[src/common/lmsr_pkg.sv]
package lmsr_pkg;

   // ==========================================================
   // System clock
   localparam int SYS_CLK_HZ              = 20_000_000;
   localparam int SYS_CLK_PERIOD_NS       = 50;

   // ==========================================================
   // Panel geometry
   localparam int COLUMNS                 = 5;
   localparam int ROWS                    = 7;
   localparam int CHARS_PER_PACKAGE       = 4;
   localparam int STAGES_PER_PACKAGE      = 28;
   localparam int SYMBOL_W                = 7;
   localparam int ROW_W                   = 3;
   localparam logic [2:0] ROW_FIRST       = 3'h7;
   localparam logic [2:0] ROW_LAST        = 3'h1;
   localparam logic [2:0] COL_LAST        = 3'h4;

   // ==========================================================
   // Shift clock timing
   localparam int SHIFT_CLK_MAX_HZ        = 3_000_000;
   localparam int SHIFT_CLK_MIN_PERIOD_NS = 1_000_000_000 / SHIFT_CLK_MAX_HZ;
   localparam int SHIFT_CLK_MIN_WIDTH_NS  = 75;
   // Least time: round up, each half at least half the period
   localparam int HALF_FROM_PERIOD        =
      (SHIFT_CLK_MIN_PERIOD_NS + 2 * SYS_CLK_PERIOD_NS - 1) / (2 * SYS_CLK_PERIOD_NS);
   localparam int HALF_FROM_WIDTH         =
      (SHIFT_CLK_MIN_WIDTH_NS + SYS_CLK_PERIOD_NS - 1) / SYS_CLK_PERIOD_NS;
   localparam int SHIFT_HALF_CYCLES       =
      (HALF_FROM_PERIOD > HALF_FROM_WIDTH) ? HALF_FROM_PERIOD : HALF_FROM_WIDTH;

   // ==========================================================
   // Column slot timing
   localparam int REFRESH_MIN_HZ          = 100;
   localparam int SLOT_TIME_US            = 2000;
   // Longest time: round down
   localparam int SLOT_CYCLES             = SLOT_TIME_US * (SYS_CLK_HZ / 1_000_000);

   // ==========================================================
   // Decoder answer latency in cycles after a request changes
   localparam int DEC_LATENCY             = 1;
   // Worst cycles per shifted bit: read, decode, wait, two clock halves
   localparam int BIT_CYCLES              = 3 + DEC_LATENCY + 2 * SHIFT_HALF_CYCLES;

   // ==========================================================
   // Carriers
   typedef struct packed {
      logic [SYMBOL_W-1:0] symbol;
      logic [ROW_W-1:0]    row;
   } lmsr_dec_req_t;

   typedef struct packed {
      logic               shift_clock;
      logic               data;
      logic               blank_input;
      logic [COLUMNS-1:0] column;
   } lmsr_panel_t;

   localparam lmsr_panel_t PANEL_RESET    = 8'h80;
   localparam lmsr_dec_req_t DEC_RESET    = 10'h007;

endpackage : lmsr_pkg

[src/design/lmsr_refresh_ctrl.sv]
// Behaviour
// - Column current off during whole load.
// - Packages chain output to next input.
// - Per column: load rows, then energise column.
// - Column slot at most two milliseconds.
// - Adjustable blank before each load dims.
// - Load, on and blank fit slot.
// - Fetch symbols last character first.
// - Decoder gives five column bits; pick one.
// - Rows shifted seven first, one last.
// - Slot counter: blank, one load, rest displayed.
`timescale 1ns/1ns
`default_nettype none

module lmsr_refresh_ctrl #(
   parameter int CHARS       = 4,
   parameter int SLOT_CYCLES = lmsr_pkg::SLOT_CYCLES,
   parameter int BLANK_W     = 16,
   parameter int AW          = (CHARS > 1) ? $clog2(CHARS) : 1
) (
   input  wire logic                          CLOCK_I,
   input  wire logic                          SRST_I,
   input  wire logic                          SYM_WR_I,
   input  wire logic [AW-1:0]                 SYM_ADDR_I,
   input  wire logic [lmsr_pkg::SYMBOL_W-1:0] SYM_DATA_I,
   input  wire logic [BLANK_W-1:0]            BLANK_TIME_I,
   input  wire logic [lmsr_pkg::COLUMNS-1:0]  DEC_COLS_I,
   output var  lmsr_pkg::lmsr_dec_req_t       DEC_REQ_O,
   output var  lmsr_pkg::lmsr_panel_t         PANEL_O,
   output var  logic                          SLOT_START_O
);

   // ==========================================================
   // Derived sizes
   localparam int LOAD_CYCLES = CHARS * lmsr_pkg::ROWS * lmsr_pkg::BIT_CYCLES;
   localparam int SLOT_W      = $clog2(SLOT_CYCLES + 1);
   localparam int BLANK_MAX   = SLOT_CYCLES - LOAD_CYCLES - 3;
   localparam int PH_W        = 4;
   localparam logic [SLOT_W-1:0] SLOT_END  = SLOT_W'(SLOT_CYCLES - 1);
   localparam logic [PH_W-1:0]   HALF_END  = PH_W'(lmsr_pkg::SHIFT_HALF_CYCLES - 1);
   localparam logic [PH_W-1:0]   DEC_END   = PH_W'(lmsr_pkg::DEC_LATENCY);
   localparam logic [AW-1:0]     CHAR_LAST = AW'(CHARS - 1);

   // ==========================================================
   // Elaboration checks
   if ((CHARS < lmsr_pkg::CHARS_PER_PACKAGE) ||
       ((CHARS % lmsr_pkg::CHARS_PER_PACKAGE) != 0)) begin : g_bad_chars
      // Whole packages only, 28 stages each
      $error("CHARS must be a nonzero multiple of four");
   end
   if (BLANK_MAX < 0) begin : g_bad_slot
      $error("SLOT_CYCLES too short for the load");
   end
   if ((lmsr_pkg::SHIFT_HALF_CYCLES - 1) >= (1 << PH_W)) begin : g_bad_half
      $error("Shift clock half period exceeds phase counter");
   end

   // ==========================================================
   // Helpers
   function automatic logic [SLOT_W-1:0] clamp_blank(input logic [BLANK_W-1:0] t);
      // Leaves room for load and at least one on cycle
      if (int'(t) > BLANK_MAX) begin
         clamp_blank = SLOT_W'(BLANK_MAX);
      end else begin
         clamp_blank = SLOT_W'(t);
      end
   endfunction : clamp_blank

   function automatic logic [2:0] next_column(input logic [2:0] c);
      if (c == lmsr_pkg::COL_LAST) begin
         next_column = 3'h0;
      end else begin
         next_column = c + 3'h1;
      end
   endfunction : next_column

   // ==========================================================
   // Symbol store
   logic [AW-1:0]                 char_idx;
   logic [lmsr_pkg::SYMBOL_W-1:0] sym_rd;

   lmsr_symbol_ram #(
      .DEPTH     (CHARS),
      .WIDTH     (lmsr_pkg::SYMBOL_W),
      .AW        (AW)
   ) u_ram (
      .clk_i     (CLOCK_I),
      .wr_en_i   (SYM_WR_I),
      .wr_addr_i (SYM_ADDR_I),
      .wr_data_i (SYM_DATA_I),
      .rd_addr_i (char_idx),
      .rd_data_o (sym_rd)
   );

   // ==========================================================
   // Sequencer state
   typedef enum logic [2:0] {
      S_BLANK,
      S_READ,
      S_DECODE,
      S_WAIT,
      S_HIGH,
      S_LOW,
      S_ON
   } lmsr_state_t;

   lmsr_state_t               state;
   lmsr_state_t               next_state;
   logic [SLOT_W-1:0]         slot;
   logic [SLOT_W-1:0]         next_slot;
   logic [SLOT_W-1:0]         blank_len;
   logic [SLOT_W-1:0]         next_blank_len;
   logic [PH_W-1:0]           phase;
   logic [PH_W-1:0]           next_phase;
   logic [AW-1:0]             next_char_idx;
   logic [2:0]                row;
   logic [2:0]                next_row;
   logic [2:0]                col;
   logic [2:0]                next_col;
   lmsr_pkg::lmsr_dec_req_t   next_dec_req;
   lmsr_pkg::lmsr_panel_t     next_panel;
   logic                      next_slot_start;

   always_comb begin
      next_state      = state;
      next_slot       = slot + SLOT_W'(1);
      next_blank_len  = blank_len;
      next_phase      = phase;
      next_char_idx   = char_idx;
      next_row        = row;
      next_col        = col;
      next_dec_req    = DEC_REQ_O;
      next_panel      = PANEL_O;
      next_slot_start = 1'b0;

      // Slot counter: one slot of fixed length per column
      if (slot == SLOT_END) begin
         next_slot       = '0;
         next_state      = S_BLANK;
         next_col        = next_column(col);
         next_blank_len  = clamp_blank(BLANK_TIME_I);
         next_char_idx   = CHAR_LAST;
         next_row        = lmsr_pkg::ROW_FIRST;
         next_phase      = '0;
         next_slot_start = 1'b1;
         next_panel.column      = '0;
         next_panel.blank_input = 1'b0;
         next_panel.shift_clock = 1'b1;
      end else begin
         case (state)
            S_BLANK: begin
               // Dark and quiet while the dimming time runs
               next_panel.column      = '0;
               next_panel.blank_input = 1'b0;
               if (slot >= blank_len) begin
                  next_state = S_READ;
               end
            end
            S_READ: begin
               // Memory samples char_idx this cycle
               next_state = S_DECODE;
            end
            S_DECODE: begin
               next_dec_req.symbol = sym_rd;
               next_dec_req.row    = row;
               next_phase          = '0;
               next_state          = S_WAIT;
            end
            S_WAIT: begin
               if (phase == DEC_END) begin
                  // Pick the bit of the current column
                  next_panel.data = DEC_COLS_I[col];
                  next_phase      = '0;
                  next_state      = S_HIGH;
               end else begin
                  next_phase = phase + PH_W'(1);
               end
            end
            S_HIGH: begin
               // Data settles a full half period before the fall
               if (phase == HALF_END) begin
                  next_panel.shift_clock = 1'b0;
                  next_phase             = '0;
                  next_state             = S_LOW;
               end else begin
                  next_phase = phase + PH_W'(1);
               end
            end
            S_LOW: begin
               if (phase == HALF_END) begin
                  next_panel.shift_clock = 1'b1;
                  next_phase             = '0;
                  if (row == lmsr_pkg::ROW_LAST) begin
                     // Seven bits per character, then the previous one
                     next_row = lmsr_pkg::ROW_FIRST;
                     if (char_idx == '0) begin
                        // Last bit loaded reaches character one
                        next_state = S_ON;
                     end else begin
                        next_char_idx = char_idx - AW'(1);
                        next_state    = S_READ;
                     end
                  end else begin
                     next_row   = row - 3'h1;
                     next_state = S_READ;
                  end
               end else begin
                  next_phase = phase + PH_W'(1);
               end
            end
            S_ON: begin
               // Only now does column current flow
               next_panel.blank_input = 1'b1;
               next_panel.column      = 5'h01 << col;
            end
            default: begin
               next_state = S_BLANK;
            end
         endcase
      end

      // Load never overlaps column current
      if (state != S_ON && next_state != S_ON) begin
         next_panel.column      = '0;
         next_panel.blank_input = 1'b0;
      end
   end

   always_ff @(posedge CLOCK_I) begin
      if (SRST_I) begin
         state        <= S_BLANK;
         slot         <= '0;
         blank_len    <= '0;
         phase        <= '0;
         char_idx     <= CHAR_LAST;
         row          <= lmsr_pkg::ROW_FIRST;
         col          <= 3'h0;
         DEC_REQ_O    <= lmsr_pkg::DEC_RESET;
         PANEL_O      <= lmsr_pkg::PANEL_RESET;
         SLOT_START_O <= 1'b0;
      end else begin
         state        <= next_state;
         slot         <= next_slot;
         blank_len    <= next_blank_len;
         phase        <= next_phase;
         char_idx     <= next_char_idx;
         row          <= next_row;
         col          <= next_col;
         DEC_REQ_O    <= next_dec_req;
         PANEL_O      <= next_panel;
         SLOT_START_O <= next_slot_start;
      end
   end

endmodule : lmsr_refresh_ctrl

`default_nettype wire

[src/design/lmsr_symbol_ram.sv]
`timescale 1ns/1ns
`default_nettype none

module lmsr_symbol_ram #(
   parameter int DEPTH = 4,
   parameter int WIDTH = 7,
   parameter int AW    = 2
) (
   input  wire logic             clk_i,
   input  wire logic             wr_en_i,
   input  wire logic [AW-1:0]    wr_addr_i,
   input  wire logic [WIDTH-1:0] wr_data_i,
   input  wire logic [AW-1:0]    rd_addr_i,
   output var  logic [WIDTH-1:0] rd_data_o
);

   // ==========================================================
   // Storage, read data registered
   logic [WIDTH-1:0] mem [DEPTH];

   always_ff @(posedge clk_i) begin
      if (wr_en_i && (int'(wr_addr_i) < DEPTH)) begin
         mem[wr_addr_i] <= wr_data_i;
      end
      rd_data_o <= mem[rd_addr_i];
   end

endmodule : lmsr_symbol_ram

`default_nettype wire

[config.mk]
export PLATFORM = sky130hd
export DESIGN_NAME = lmsr_refresh_ctrl
export DESIGN_NICKNAME = d
export VERILOG_FILES = /design/src/common/lmsr_pkg.sv /design/src/design/lmsr_refresh_ctrl.sv /design/src/design/lmsr_symbol_ram.sv
export SDC_FILE = /design/constraint.sdc
export NUM_CORES = 1
export LEC_CHECK = 0
export CAP_MARGIN = 5
export CORE_ASPECT_RATIO = 1.75
export CORE_UTILIZATION = 54
export DETAILED_ROUTE_END_ITERATION = 7
export DONT_BUFFER_PORTS = 1
export PLACE_DENSITY = 0.79
export SYNTH_ARGS = -nofsm -noshare
export SYNTH_HDL_FRONTEND = slang
export SYNTH_HIERARCHICAL = 1
export SYNTH_SLANG_ARGS = --single-unit
[constraint.sdc]
create_clock -name CLOCK_I -period 2.9 [get_ports CLOCK_I]
set_input_delay 0.29 -clock CLOCK_I [delete_from_list [all_inputs] [get_ports CLOCK_I]]
set_output_delay 0.29 -clock CLOCK_I [all_outputs]
set_load 0.02 [all_outputs]
==> results of run 1 <==
-- stage by stage --
step	hold WS (ps)	util	instances
global placement	362	0.562	558
global route	2.55	0.597	575
floorplan	389	-	464
CTS	1.47	0.595	574
finish	6.50	0.597	575
detailed placement	364	0.562	558
-- sequential cells by signal (all words and copies together), names as in the netlist --
signal,flops
u_ram/mem,28
phase,4
DEC_REQ_O,10
char_idx,2
col,3
state,3
row,3
u_ram/rd_data_o,7
blank_len,16
PANEL_O,8
slot,16
SLOT_START_O,1
-- cell families after synthesis --
kind of cell | synth area share
and+or+nand+nor | 0.178
DFF | 0.495
AOI/OAI and AO/OA | 0.135
buffers and inverters | 0.0517
adders and majority gates | 0.0727
xor gates and xnor gates | 0.0283
muxes | 0.0385
-- timing repair --
| action | CTS | global route |
|---|---|---|
| endpoints found under the setup margin | 0 | 0 |
| buffers inserted | 0 | 0 |
| endpoints found under the hold margin | 0 | 1 |
| hold buffers | 0 | 1 |
-- power by group through the flow --
stage / Clock, mW / Sequential, mW / Combinational [mW]
after global placement: 0 / 1.59 / 0.170
after floorplan: 0 / 1.57 / 0.158
final: 1.12 / 1.56 / 0.181
after CTS: 1.14 / 1.56 / 0.179
after global routing: 1.18 / 1.57 / 0.201
after detailed placement: 0 / 1.60 / 0.177
-- how the worst min path moves through the flow --
stage,from,endpoint,slack [ps],depth (start not counted)
6_report,SRST_I,DEC_REQ_O[6]$_SDFFE_PP0P_,7,1
5_1_grt,SRST_I,blank_len[14]$_SDFFE_PP0P_,3,1
4_1_cts,SRST_I,DEC_REQ_O[4]$_SDFFE_PP0P_,1,1
3_5_place_dp,SRST_I,DEC_REQ_O[7]$_SDFFE_PP0P_,360,1
3_3_place_gp,SRST_I,blank_len[13]$_SDFFE_PP0P_,360,1
2_1_floorplan,SYM_DATA_I[0],u_ram/mem[0][0]$_DFFE_PP_,390,0
-- cells in the final DEF, fill, tap and decap left out, types with 3 or more instances in the layout --
cell type  count
a211oi_1       4
a21oi_1       39
a22oi_1        3
a32o_1         4
and2_1         4
and3_1         9
and3b_1        3
clkbuf_16      9
dfxtp_1       73
edfxtp_1      28
ha_1          27
inv_1         29
mux4_2         7
nand2_1       44
nand2b_1       3
nand3_1       23
nand3b_1       3
nand4_1        5
nor2_1        35
nor2b_1        8
nor3_1         6
nor3b_1        6
o211ai_1       5
o21a_1         3
o21ai_0       23
xnor2_1        6
xor2_1         9
-- layer usage --
layer  routed length [µm]  track usage
met2                 5300        0.410
met5                    0            0
met1                 3430        0.223
met3                  520       0.0623
met4                  296        0.107
-- critical path: stages (launching register included) --
cell and delay (ps):
dfxtp_1 440, and4_4 290, and2_1 330, nand2_4 260
nand2_1 600, nor2_1 120
-- area by class of cell --
| class | count | area share |
|---|---|---|
| Multi-Input combinational cell | 311 | 0.425 |
| Tap cell | 115 | 0.0290 |
| Inverter | 30 | 0.0227 |
| Sequential cell | 101 | 0.464 |
| Timing Repair Buffer | 2 | 0.00353 |
| Clock inverter | 5 | 0.00706 |
| Clock buffer | 11 | 0.0489 |
==> impl_metrics.py, run 1 <==
metrics = {
    "status": {
        "status": "complete, no violations",
    },
    "global_routing": {
        "antenna_found_initial": 0,
        "grt_max_degree": 30,
        "grtUsageTotal": 0.224,
        "grt_pass1_wl_um": 15400,
        "grt-ovfl-total": 0,
        "first_global_vias": 3376,
    },
    "sta": {
        "relSlewSlack": 0.433,
        "drv_slew": 0,
        "max_freq_mhz": 456,
        "final-setup-viol-count": 0,
        "fin_skew_ps": 8.61,
        "hold_violations": 0,
        "fin_crit_sh": 0.756,
        "layout_min_cycle_time_ps": 2190,
        "tns_ps": 0,
        "rsz0062_at_grt": "false",
        "worstMarginPinSlew_ps": 850,
        "worst_slack_ps": 707,
    },
    "clock_network": {
        "cts.repair.resized": 0,
        "cts_tree": "built",
        "clk_latency_ps": 350,
        "htree_levels": 3,
        "cts-root-buf": "clkbuf_16",
        "clkSinkCount": 101,
        "cts_buffers": 9,
        "clk_pin_slew_ps": 70,
        "clockBufferDepth": 2,
    },
    "worst_setup_path": {
        "path_max_fanout": 29,
        "reg2reg_from": "slot[2]$_SDFF_PP0_",
        "critPathRequiredTime_ps": 3110,
        "crit_arrival_ps": 2400,
        "rr_endpoint": "slot[4]$_SDFF_PP0_",
        "end_kind": "flip-flop",
        "critPathCapture": "slot[4]$_SDFF_PP0_",
        "crit_start": "slot[2]$_SDFF_PP0_",
        "r2r_cells": 5,
        "cp-start-kind": "flip-flop",
        "critPathKind": "reg2reg",
        "reg2reg_setup_slack_ps": 710,
    },
    "synth": {
        "synth_top_area_cell": "dfxtp_1",
        "synth.most_common_cell": "dfxtp_1",
        "syn_area_um2": 4650,
        "yosys-top-cells-area": "dfxtp_1 (31%), edfxtp_1 (18%), ha_1 (7.3%)",
        "ys_warn_count": 6,
        "ys_seq_area_frac": 0.495,
        "synth-seq-cells": 101,
        "synth-edff-count": 28,
        "syn_nets": 524,
        "netlist_instances": 464,
        "synth.avg_cell_area_um2": 10.0,
        "synth_common_cells": "dfxtp_1 (73), nand2_1 (44), a21oi_1 (39), nor2_1 (35), inv_1 (29)",
        "synth_top_area_share": 0.314,
        "synth_flop_cell": "dfxtp_1",
        "ys_types": 58,
        "async_flop_share": 0,
    },
    "placed_design": {
        "io_buffer_count": 0,
        "place_congestion": 0.877,
        "dp_hpwl_um": 7080,
        "place_area_um2": 4670,
        "dpl_worst_slack_ps": 732,
    },
    "layout": {
        "final_cell_area_um2": 4960,
        "seqCellArea_um2": 2300,
        "fillers": 688,
        "multi_input_comb_area_um2": 2110,
        "diodes": 0,
        "drive_above_1_share": 0.0761,
        "area_delta_synth_final_pct": 6.70,
        "nets": 515,
    },
    "flow_run": {
        "drv_cap": 0,
    },
    "floorplanning": {
        "rows": 44,
        "dieArea_um2": 9000,
        "start_util": 0.559,
        "io_pins": 52,
        "core_um2": 8310,
        "fp.dieW_um": 72.1,
        "die_h_um": 125,
    },
    "pwr": {
        "p_switching_mw": 0.687,
        "power.leakage_nw": 1.85,
        "clock_power_share": 0.392,
        "switching_share": 0.240,
        "p_comb_frac": 0.063,
        "power.density_nw_per_um2": 578,
        "power_mw": 2.87,
        "ir_drop_uv": 533,
        "intPower_mw": 2.18,
        "seq_power_share": 0.545,
    },
    "routing": {
        "ant_nets": 0,
        "drt_pass1_iterations": 4,
        "drt_iter0_markers": 212,
        "drt-vias-per-instance": 5.74,
        "routed_wl_um": 9550,
        "wl_per_cell_um": 16.6,
        "vias": 3300,
        "route.detailed.drc": 0,
    },
    "worst_hold_path": {
        "hold_class": "in2reg",
    },
}
No activity file was read; power rests on OpenSTA's default activity.
==> inputs of run 2 (changes only) <==
PLACE_DENSITY = 0.82   (was 0.79)
clock period = 1.9 ns   (was 2.9 ns; I/O delays follow)
==> run 2 against run 1 <==
Compared with the run above: combinational power grew 91%; clock skew is 0.91 ps higher; hold slack improved by 2.5 ps; core utilization is 2.3 points higher; cell area rose by 3.9%; register-to-register slack worse by 600 ps; final cell count up 3.8%; critical endpoint is now state[0]$_SDFF_PP0_; largest power group unchanged.
==> impl_metrics.py, run 2 (synthesized netlist as in run 1, its figures left out) <==
metrics = {
    "status": {
        "status": "complete, no violations",
    },
    "sta": {
        "worstMarginPinSlew_ps": 680,
        "layout_min_cycle_time_ps": 1790,
        "fin_crit_sh": 0.944,
        "relSlewSlack": 0.545,
        "hold_ws_ps": 9.03,
        "fin_skew_ps": 9.51,
        "final-setup-viol-count": 0,
        "hold_violations": 0,
        "drv_slew": 0,
        "tns_ps": 0,
        "rsz0062_at_grt": "false",
        "max_freq_mhz": 558,
    },
    "layout": {
        "top_regs": "u_ram/mem x28, blank_len x16, slot x16",
        "largest_reg_flops": 28,
        "layout_commonest_cell": "dfxtp_1",
        "area_delta_synth_final_pct": 10.9,
        "final_cell_mix": "dfxtp_1 (72), nand2_1 (44), a21oi_1 (39), nor2_1 (35), inv_1 (29)",
        "regMostFlops": "u_ram/mem",
        "diodes": 0,
        "stdcell_count": 597,
        "drive_above_1_share": 0.110,
        "nets": 537,
    },
    "global_routing": {
        "grt-ovfl-total": 0,
        "antenna_found_initial": 0,
        "grt_max_degree": 22,
        "first_global_vias": 3443,
        "grt_pass1_wl_um": 15900,
        "grtUsageTotal": 0.235,
    },
    "placed_design": {
        "io_buffer_count": 0,
        "dp_cells": 572,
        "place_congestion": 0.960,
        "dp_hpwl_um": 7110,
    },
    "routing": {
        "met1_length_um": 3580,
        "wl_met2_um": 5390,
        "routed_wl_um": 9910,
        "dr_wl_met3_um": 575,
        "ant_nets": 0,
        "drt_iter0_markers": 239,
        "vias": 3386,
        "drt_pass1_iterations": 5,
        "drt-vias-per-instance": 5.67,
        "wl_per_cell_um": 16.6,
        "top_layer": "met4",
        "route.detailed.drc": 0,
    },
    "clock_network": {
        "cts_tree": "built",
        "clkSinkCount": 101,
        "cts-root-buf": "clkbuf_16",
        "cts_buffers": 9,
        "clockBufferDepth": 2,
        "htree_levels": 3,
        "clk_latency_ps": 350,
        "post_cts_buffers": 0,
        "clk_pin_slew_ps": 70,
    },
    "worst_setup_path": {
        "crit_arrival_ps": 2030,
        "cp.depth": 6,
        "worst_path_max_delay_cell": "dfxtp_1",
        "end_kind": "flip-flop",
        "path_max_fanout": 4,
        "cp-start-kind": "flip-flop",
        "cpLargestDelayFamily": "compound AO/OA/AOI/OAI gates",
        "cpPeakStageDelay_ps": 430,
        "crit_chain": "ha_1 > a21o_1 > a21oi_1 > o211ai_1 > o31a_1 > o211a_1",
        "r2r_cells": 6,
        "critPathKind": "reg2reg",
        "critPathRequiredTime_ps": 2140,
        "critical_path_buf_inv_count": 0,
    },
    "pwr": {
        "p_comb_frac": 0.078,
        "clock_power_share": 0.380,
        "intPower_mw": 3.33,
        "seq_power_share": 0.542,
        "ir_drop_uv": 782,
        "power.leakage_nw": 1.95,
        "p_switching_mw": 1.07,
        "power.density_nw_per_um2": 854,
        "switching_share": 0.243,
    },
    "floorplanning": {
        "rows": 44,
        "start_util": 0.559,
        "core_um2": 8310,
        "dieArea_um2": 9000,
        "fp.dieW_um": 72.1,
        "io_pins": 52,
        "die_h_um": 125,
    },
    "worst_hold_path": {
        "hold_depth": 2,
        "hold_class": "in2reg",
    },
    "flow_run": {
        "drv_cap": 0,
    },
}
-- run 2: cell count changes in the layout (fill, tap and decap cells not counted), sizes merged --
cell and delta:
buf +14, dlygate4sd3 +8, clkinv +2, clkbuf -1
inv -1
-- run 2: power by group through the flow --
stage                     combinational [mW]  clock (mW)  sequential, mW
after floorplan                        0.241           0            2.40
after global placement                 0.299           0            2.42
after detailed placement               0.310           0            2.43
after CTS                              0.339        1.69            2.38
after global routing                   0.385        1.77            2.39
final                                  0.345        1.67            2.38
-- run 2: routing by layer --
layer,vias to the layer above,global-route usage
li1,1670,-
met1,1593,0.230
met2,95,0.418
met3,28,0.0542
met4,0,0.160
met5,-,0
-- run 2: cell type report --
class / count / area (µm²)
Clock buffer: 10 / 229
Clock inverter: 6 / 40.0
Fill cell: 654 / 3160
Inverter: 30 / 113
Multi-Input combinational cell: 311 / 2120
Sequential cell: 101 / 2300
Tap cell: 115 / 144
Timing Repair Buffer: 24 / 203
-- run 2: final timing paths --
check                                           startpoint                          to  slack [ps]
worst max register to register         slot[14]$_SDFF_PP0_         state[0]$_SDFF_PP0_         110
worst max-delay path                   slot[14]$_SDFF_PP0_         state[0]$_SDFF_PP0_         110
worst min register to register  blank_len[15]$_SDFFE_PP0P_  blank_len[15]$_SDFFE_PP0P_         450
worst min-delay path                      BLANK_TIME_I[13]  blank_len[13]$_SDFFE_PP0P_           9
-- run 2: what timing repair did --
item,CTS,global route
setup endpoints to repair,0,38
resized for setup,0,5
hold buffers,9,0
hold endpoints to repair,45,0
-- run 2: stage by stage --
stage | setup slack, ps | area (µm²) | utilization | total power [mW]
final | 107 | 5150 | 0.620 | 4.40
after global routing | 18.5 | 5150 | 0.620 | 4.55
after CTS | 70.6 | 5140 | 0.618 | 4.41
after detailed placement | 81.2 | 4780 | 0.575 | 2.74
after global placement | 133 | 4780 | 0.575 | 2.72
after floorplan | 239 | 4650 | - | 2.64
==> inputs of run 3 (changes only) <==
ABC_AREA = 1   (was default)
==> run 3 against run 2 <==
Compared with the run above: non-clock buffer count did not move; hold slack improved by 11 ps; synthesized cell count is 36% higher; largest cell class unchanged; fmax is 4.8% higher; total power increased by 13%; first-iteration DRC count decreased by 10%; setup slack better by 82 ps.
==> impl_metrics.py, run 3 <==
metrics = {
    "layout": {
        "top_regs": "u_ram/mem x28, blank_len x16, slot x16",
        "diodes": 0,
        "drive_above_1_share": 0.0818,
        "nets": 715,
        "final_util": 0.630,
        "regMostFlops": "u_ram/mem",
        "final_cell_mix": "nand2_1 (160), inv_1 (108), dfxtp_1 (73), nor2_1 (57), nand3_1 (48)",
        "final_cell_area_um2": 5530,
        "layout_commonest_cell": "nand2_1",
        "largest_reg_flops": 28,
        "fillers": 760,
        "area_delta_synth_final_pct": 12.0,
        "stdcell_count": 777,
    },
    "synth": {
        "synth-edff-count": 28,
        "ys_warn_count": 6,
        "synth-seq-cells": 101,
        "ys_types": 37,
        "synth.most_common_cell": "nand2_1",
        "synth_top_area_share": 0.296,
        "synth_flop_cell": "dfxtp_1",
        "synth_top_area_cell": "dfxtp_1",
        "synth.avg_cell_area_um2": 7.81,
        "syn_area_um2": 4940,
        "ys_seq_area_frac": 0.466,
        "netlist_instances": 632,
        "syn_nets": 692,
        "yosys-top-cells-area": "dfxtp_1 (30%), edfxtp_1 (17%), nand2_1 (12%)",
        "async_flop_share": 0,
        "synth_common_cells": "nand2_1 (161), inv_1 (108), dfxtp_1 (73), nor2_1 (57), nand3_1 (49)",
    },
    "clock_network": {
        "htree_levels": 3,
        "cts_buffers": 9,
        "clockBufferDepth": 2,
        "clkSinkCount": 101,
        "clk_latency_ps": 350,
        "cts_tree": "built",
        "clk_pin_slew_ps": 70,
        "cts-root-buf": "clkbuf_16",
    },
    "pwr": {
        "power.density_nw_per_um2": 901,
        "seq_power_share": 0.506,
        "switching_share": 0.268,
        "p_switching_mw": 1.33,
        "clock_power_share": 0.386,
        "power.leakage_nw": 2.59,
        "p_comb_frac": 0.109,
        "intPower_mw": 3.65,
        "ir_drop_uv": 738,
    },
    "worst_setup_path": {
        "worst_path_max_delay_cell": "dfxtp_1",
        "critPathRequiredTime_ps": 2140,
        "crit_top_cell": "nand2_4",
        "rr_endpoint": "PANEL_O[1]$_SDFFE_PP0P_",
        "cp-start-kind": "flip-flop",
        "end_kind": "flip-flop",
        "cpLargestDelayFamily": "simple AND/OR/NAND/NOR gates",
        "path_max_fanout": 27,
        "cpPeakStageDelay_ps": 370,
        "reg2reg_setup_slack_ps": 190,
        "crit_arrival_ps": 1950,
        "crit_chain": "ha_1 > nand3_2 > nor4_4 > nand2_4 > nand2_4 > inv_4 > nand2_2 > nor2_1",
        "critical_path_buf_inv_count": 1,
        "critPathKind": "reg2reg",
        "reg2reg_from": "slot[0]$_SDFF_PP0_",
        "r2r_cells": 8,
    },
    "sta": {
        "fin_crit_sh": 0.900,
        "max_freq_mhz": 585,
        "hold_violations": 0,
        "worstMarginPinSlew_ps": 454,
        "hold_ws_ps": 20.3,
        "layout_min_cycle_time_ps": 1710,
        "tns_ps": 0,
        "fin_skew_ps": 7.92,
        "drv_slew": 0,
        "final-setup-viol-count": 0,
        "relSlewSlack": 0.695,
        "rsz0062_at_grt": "false",
    },
    "routing": {
        "drt_pass1_iterations": 7,
        "vias": 4070,
        "drt-vias-per-instance": 5.24,
        "ant_nets": 0,
        "wl_per_cell_um": 12.9,
        "routed_wl_um": 10000,
        "route.detailed.drc": 0,
        "drt_iter0_markers": 214,
    },
    "worst_hold_path": {
        "hold_class": "in2reg",
        "hold_depth": 4,
        "hp-start": "BLANK_TIME_I[2]",
        "holdPathEnd": "blank_len[2]$_SDFFE_PP0P_",
    },
    "global_routing": {
        "grt_max_degree": 28,
        "grtUsageTotal": 0.230,
        "grt_pass1_wl_um": 16500,
        "first_global_vias": 4061,
        "grt-ovfl-total": 0,
        "antenna_found_initial": 0,
    },
    "floorplanning": {
        "die_h_um": 128,
        "fp.dieW_um": 74.3,
        "start_util": 0.562,
        "rows": 45,
        "io_pins": 52,
        "core_um2": 8780,
        "dieArea_um2": 9540,
    },
    "placed_design": {
        "dp_hpwl_um": 7390,
        "dp_cells": 746,
        "place_congestion": 0.875,
        "io_buffer_count": 0,
        "place_area_um2": 5050,
    },
    "status": {
        "status": "complete, no violations",
    },
    "flow_run": {
        "drv_cap": 0,
    },
}
## run 3: cell count changes in the layout (fill, tap and decap cells not counted), sizes merged, moves of 5 or more
cell	change
nand2	+131
inv	+85
nor2	+27
nand3	+26
a21oi	-18
and3	-9
nor2b	-8
mux4	-7
buf	-6
dlygate4sd3	+6
nor3b	-6
clkinv	-5
nor3	+5
## run 3: worst register-to-register path, cell delays in order, from the launching register on
cell     delay [ps]
dfxtp_1         370
ha_1            210
nand3_2         140
nor4_4          200
nand2_4         150
nand2_4         150
inv_4           150
nand2_2         170
nor2_1           60
## run 3: power groups by stage
stage          Sequential (mW)  Combinational (mW)  Clock [mW]
2_1_floorplan             2.54               0.411           0
3_3_place_gp              2.57               0.474           0
3_5_place_dp              2.57               0.501           0
4_1_cts                   2.53               0.536        1.96
5_1_grt                   2.54               0.619        2.04
6_report                  2.52               0.541        1.92
## run 3: cell families after synthesis
kind of cell / count (synthesis) / synth area share
AO/OA/AOI/OAI: 60 / 0.0669
buffers and inverters: 124 / 0.105
XOR/XNOR: 8 / 0.0142
AND/OR/NAND/NOR: 312 / 0.279
adder cells (fa/ha/maj): 27 / 0.0684
flip-flops: 101 / 0.466
## run 3: metal layers
metal	up-vias	track usage	wire, µm
met1	1888	0.197	3400
li1	2036	-	-
met4	0	0.149	550
met5	-	0	0
met3	44	0.0697	464
met2	102	0.436	5600
## run 3: stage by stage
| step | power, mW | setup slack, ps |
|---|---|---|
| 3_5_place_dp | 3.08 | 55.8 |
| 3_3_place_gp | 3.04 | 139 |
| 2_1_floorplan | 2.95 | 377 |
| 6_report | 4.99 | 189 |
| 5_1_grt | 5.20 | 9.55 |
| 4_1_cts | 5.02 | 50.1 |
## run 3: area by class of cell
class	instances	area [µm²]	share of cell area
Sequential cell	101	2300	0.416
Multi-Input combinational cell	407	2120	0.384
Inverter	112	423	0.0765
Clock buffer	11	254	0.0459
Timing Repair Buffer	24	218	0.0394
Tap cell	117	146	0.0265
Clock inverter	5	63.8	0.0115
## run 3: how the worst max path moves through the flow
stage	from	end	slack [ps]	cells after the start
floorplan	slot[0]$_SDFF_PP0_	blank_len[10]$_SDFFE_PP0P_	380	9
global placement	slot[0]$_SDFF_PP0_	PANEL_O[1]$_SDFFE_PP0P_	140	8
detailed placement	slot[0]$_SDFF_PP0_	PANEL_O[3]$_SDFFE_PP0P_	60	8
CTS	slot[0]$_SDFF_PP0_	PANEL_O[1]$_SDFFE_PP0P_	50	8
global route	slot[0]$_SDFF_PP0_	PANEL_O[1]$_SDFFE_PP0P_	10	8
finish	slot[0]$_SDFF_PP0_	PANEL_O[1]$_SDFFE_PP0P_	190	8
## run 3: what timing repair did
action | in CTS | in global routing
resized for setup | 0 | 2
setup endpoints to repair | 0 | 19
hold buffers | 15 | 0
setup buffers | 0 | 0
endpoints found under the hold margin | 37 | 0
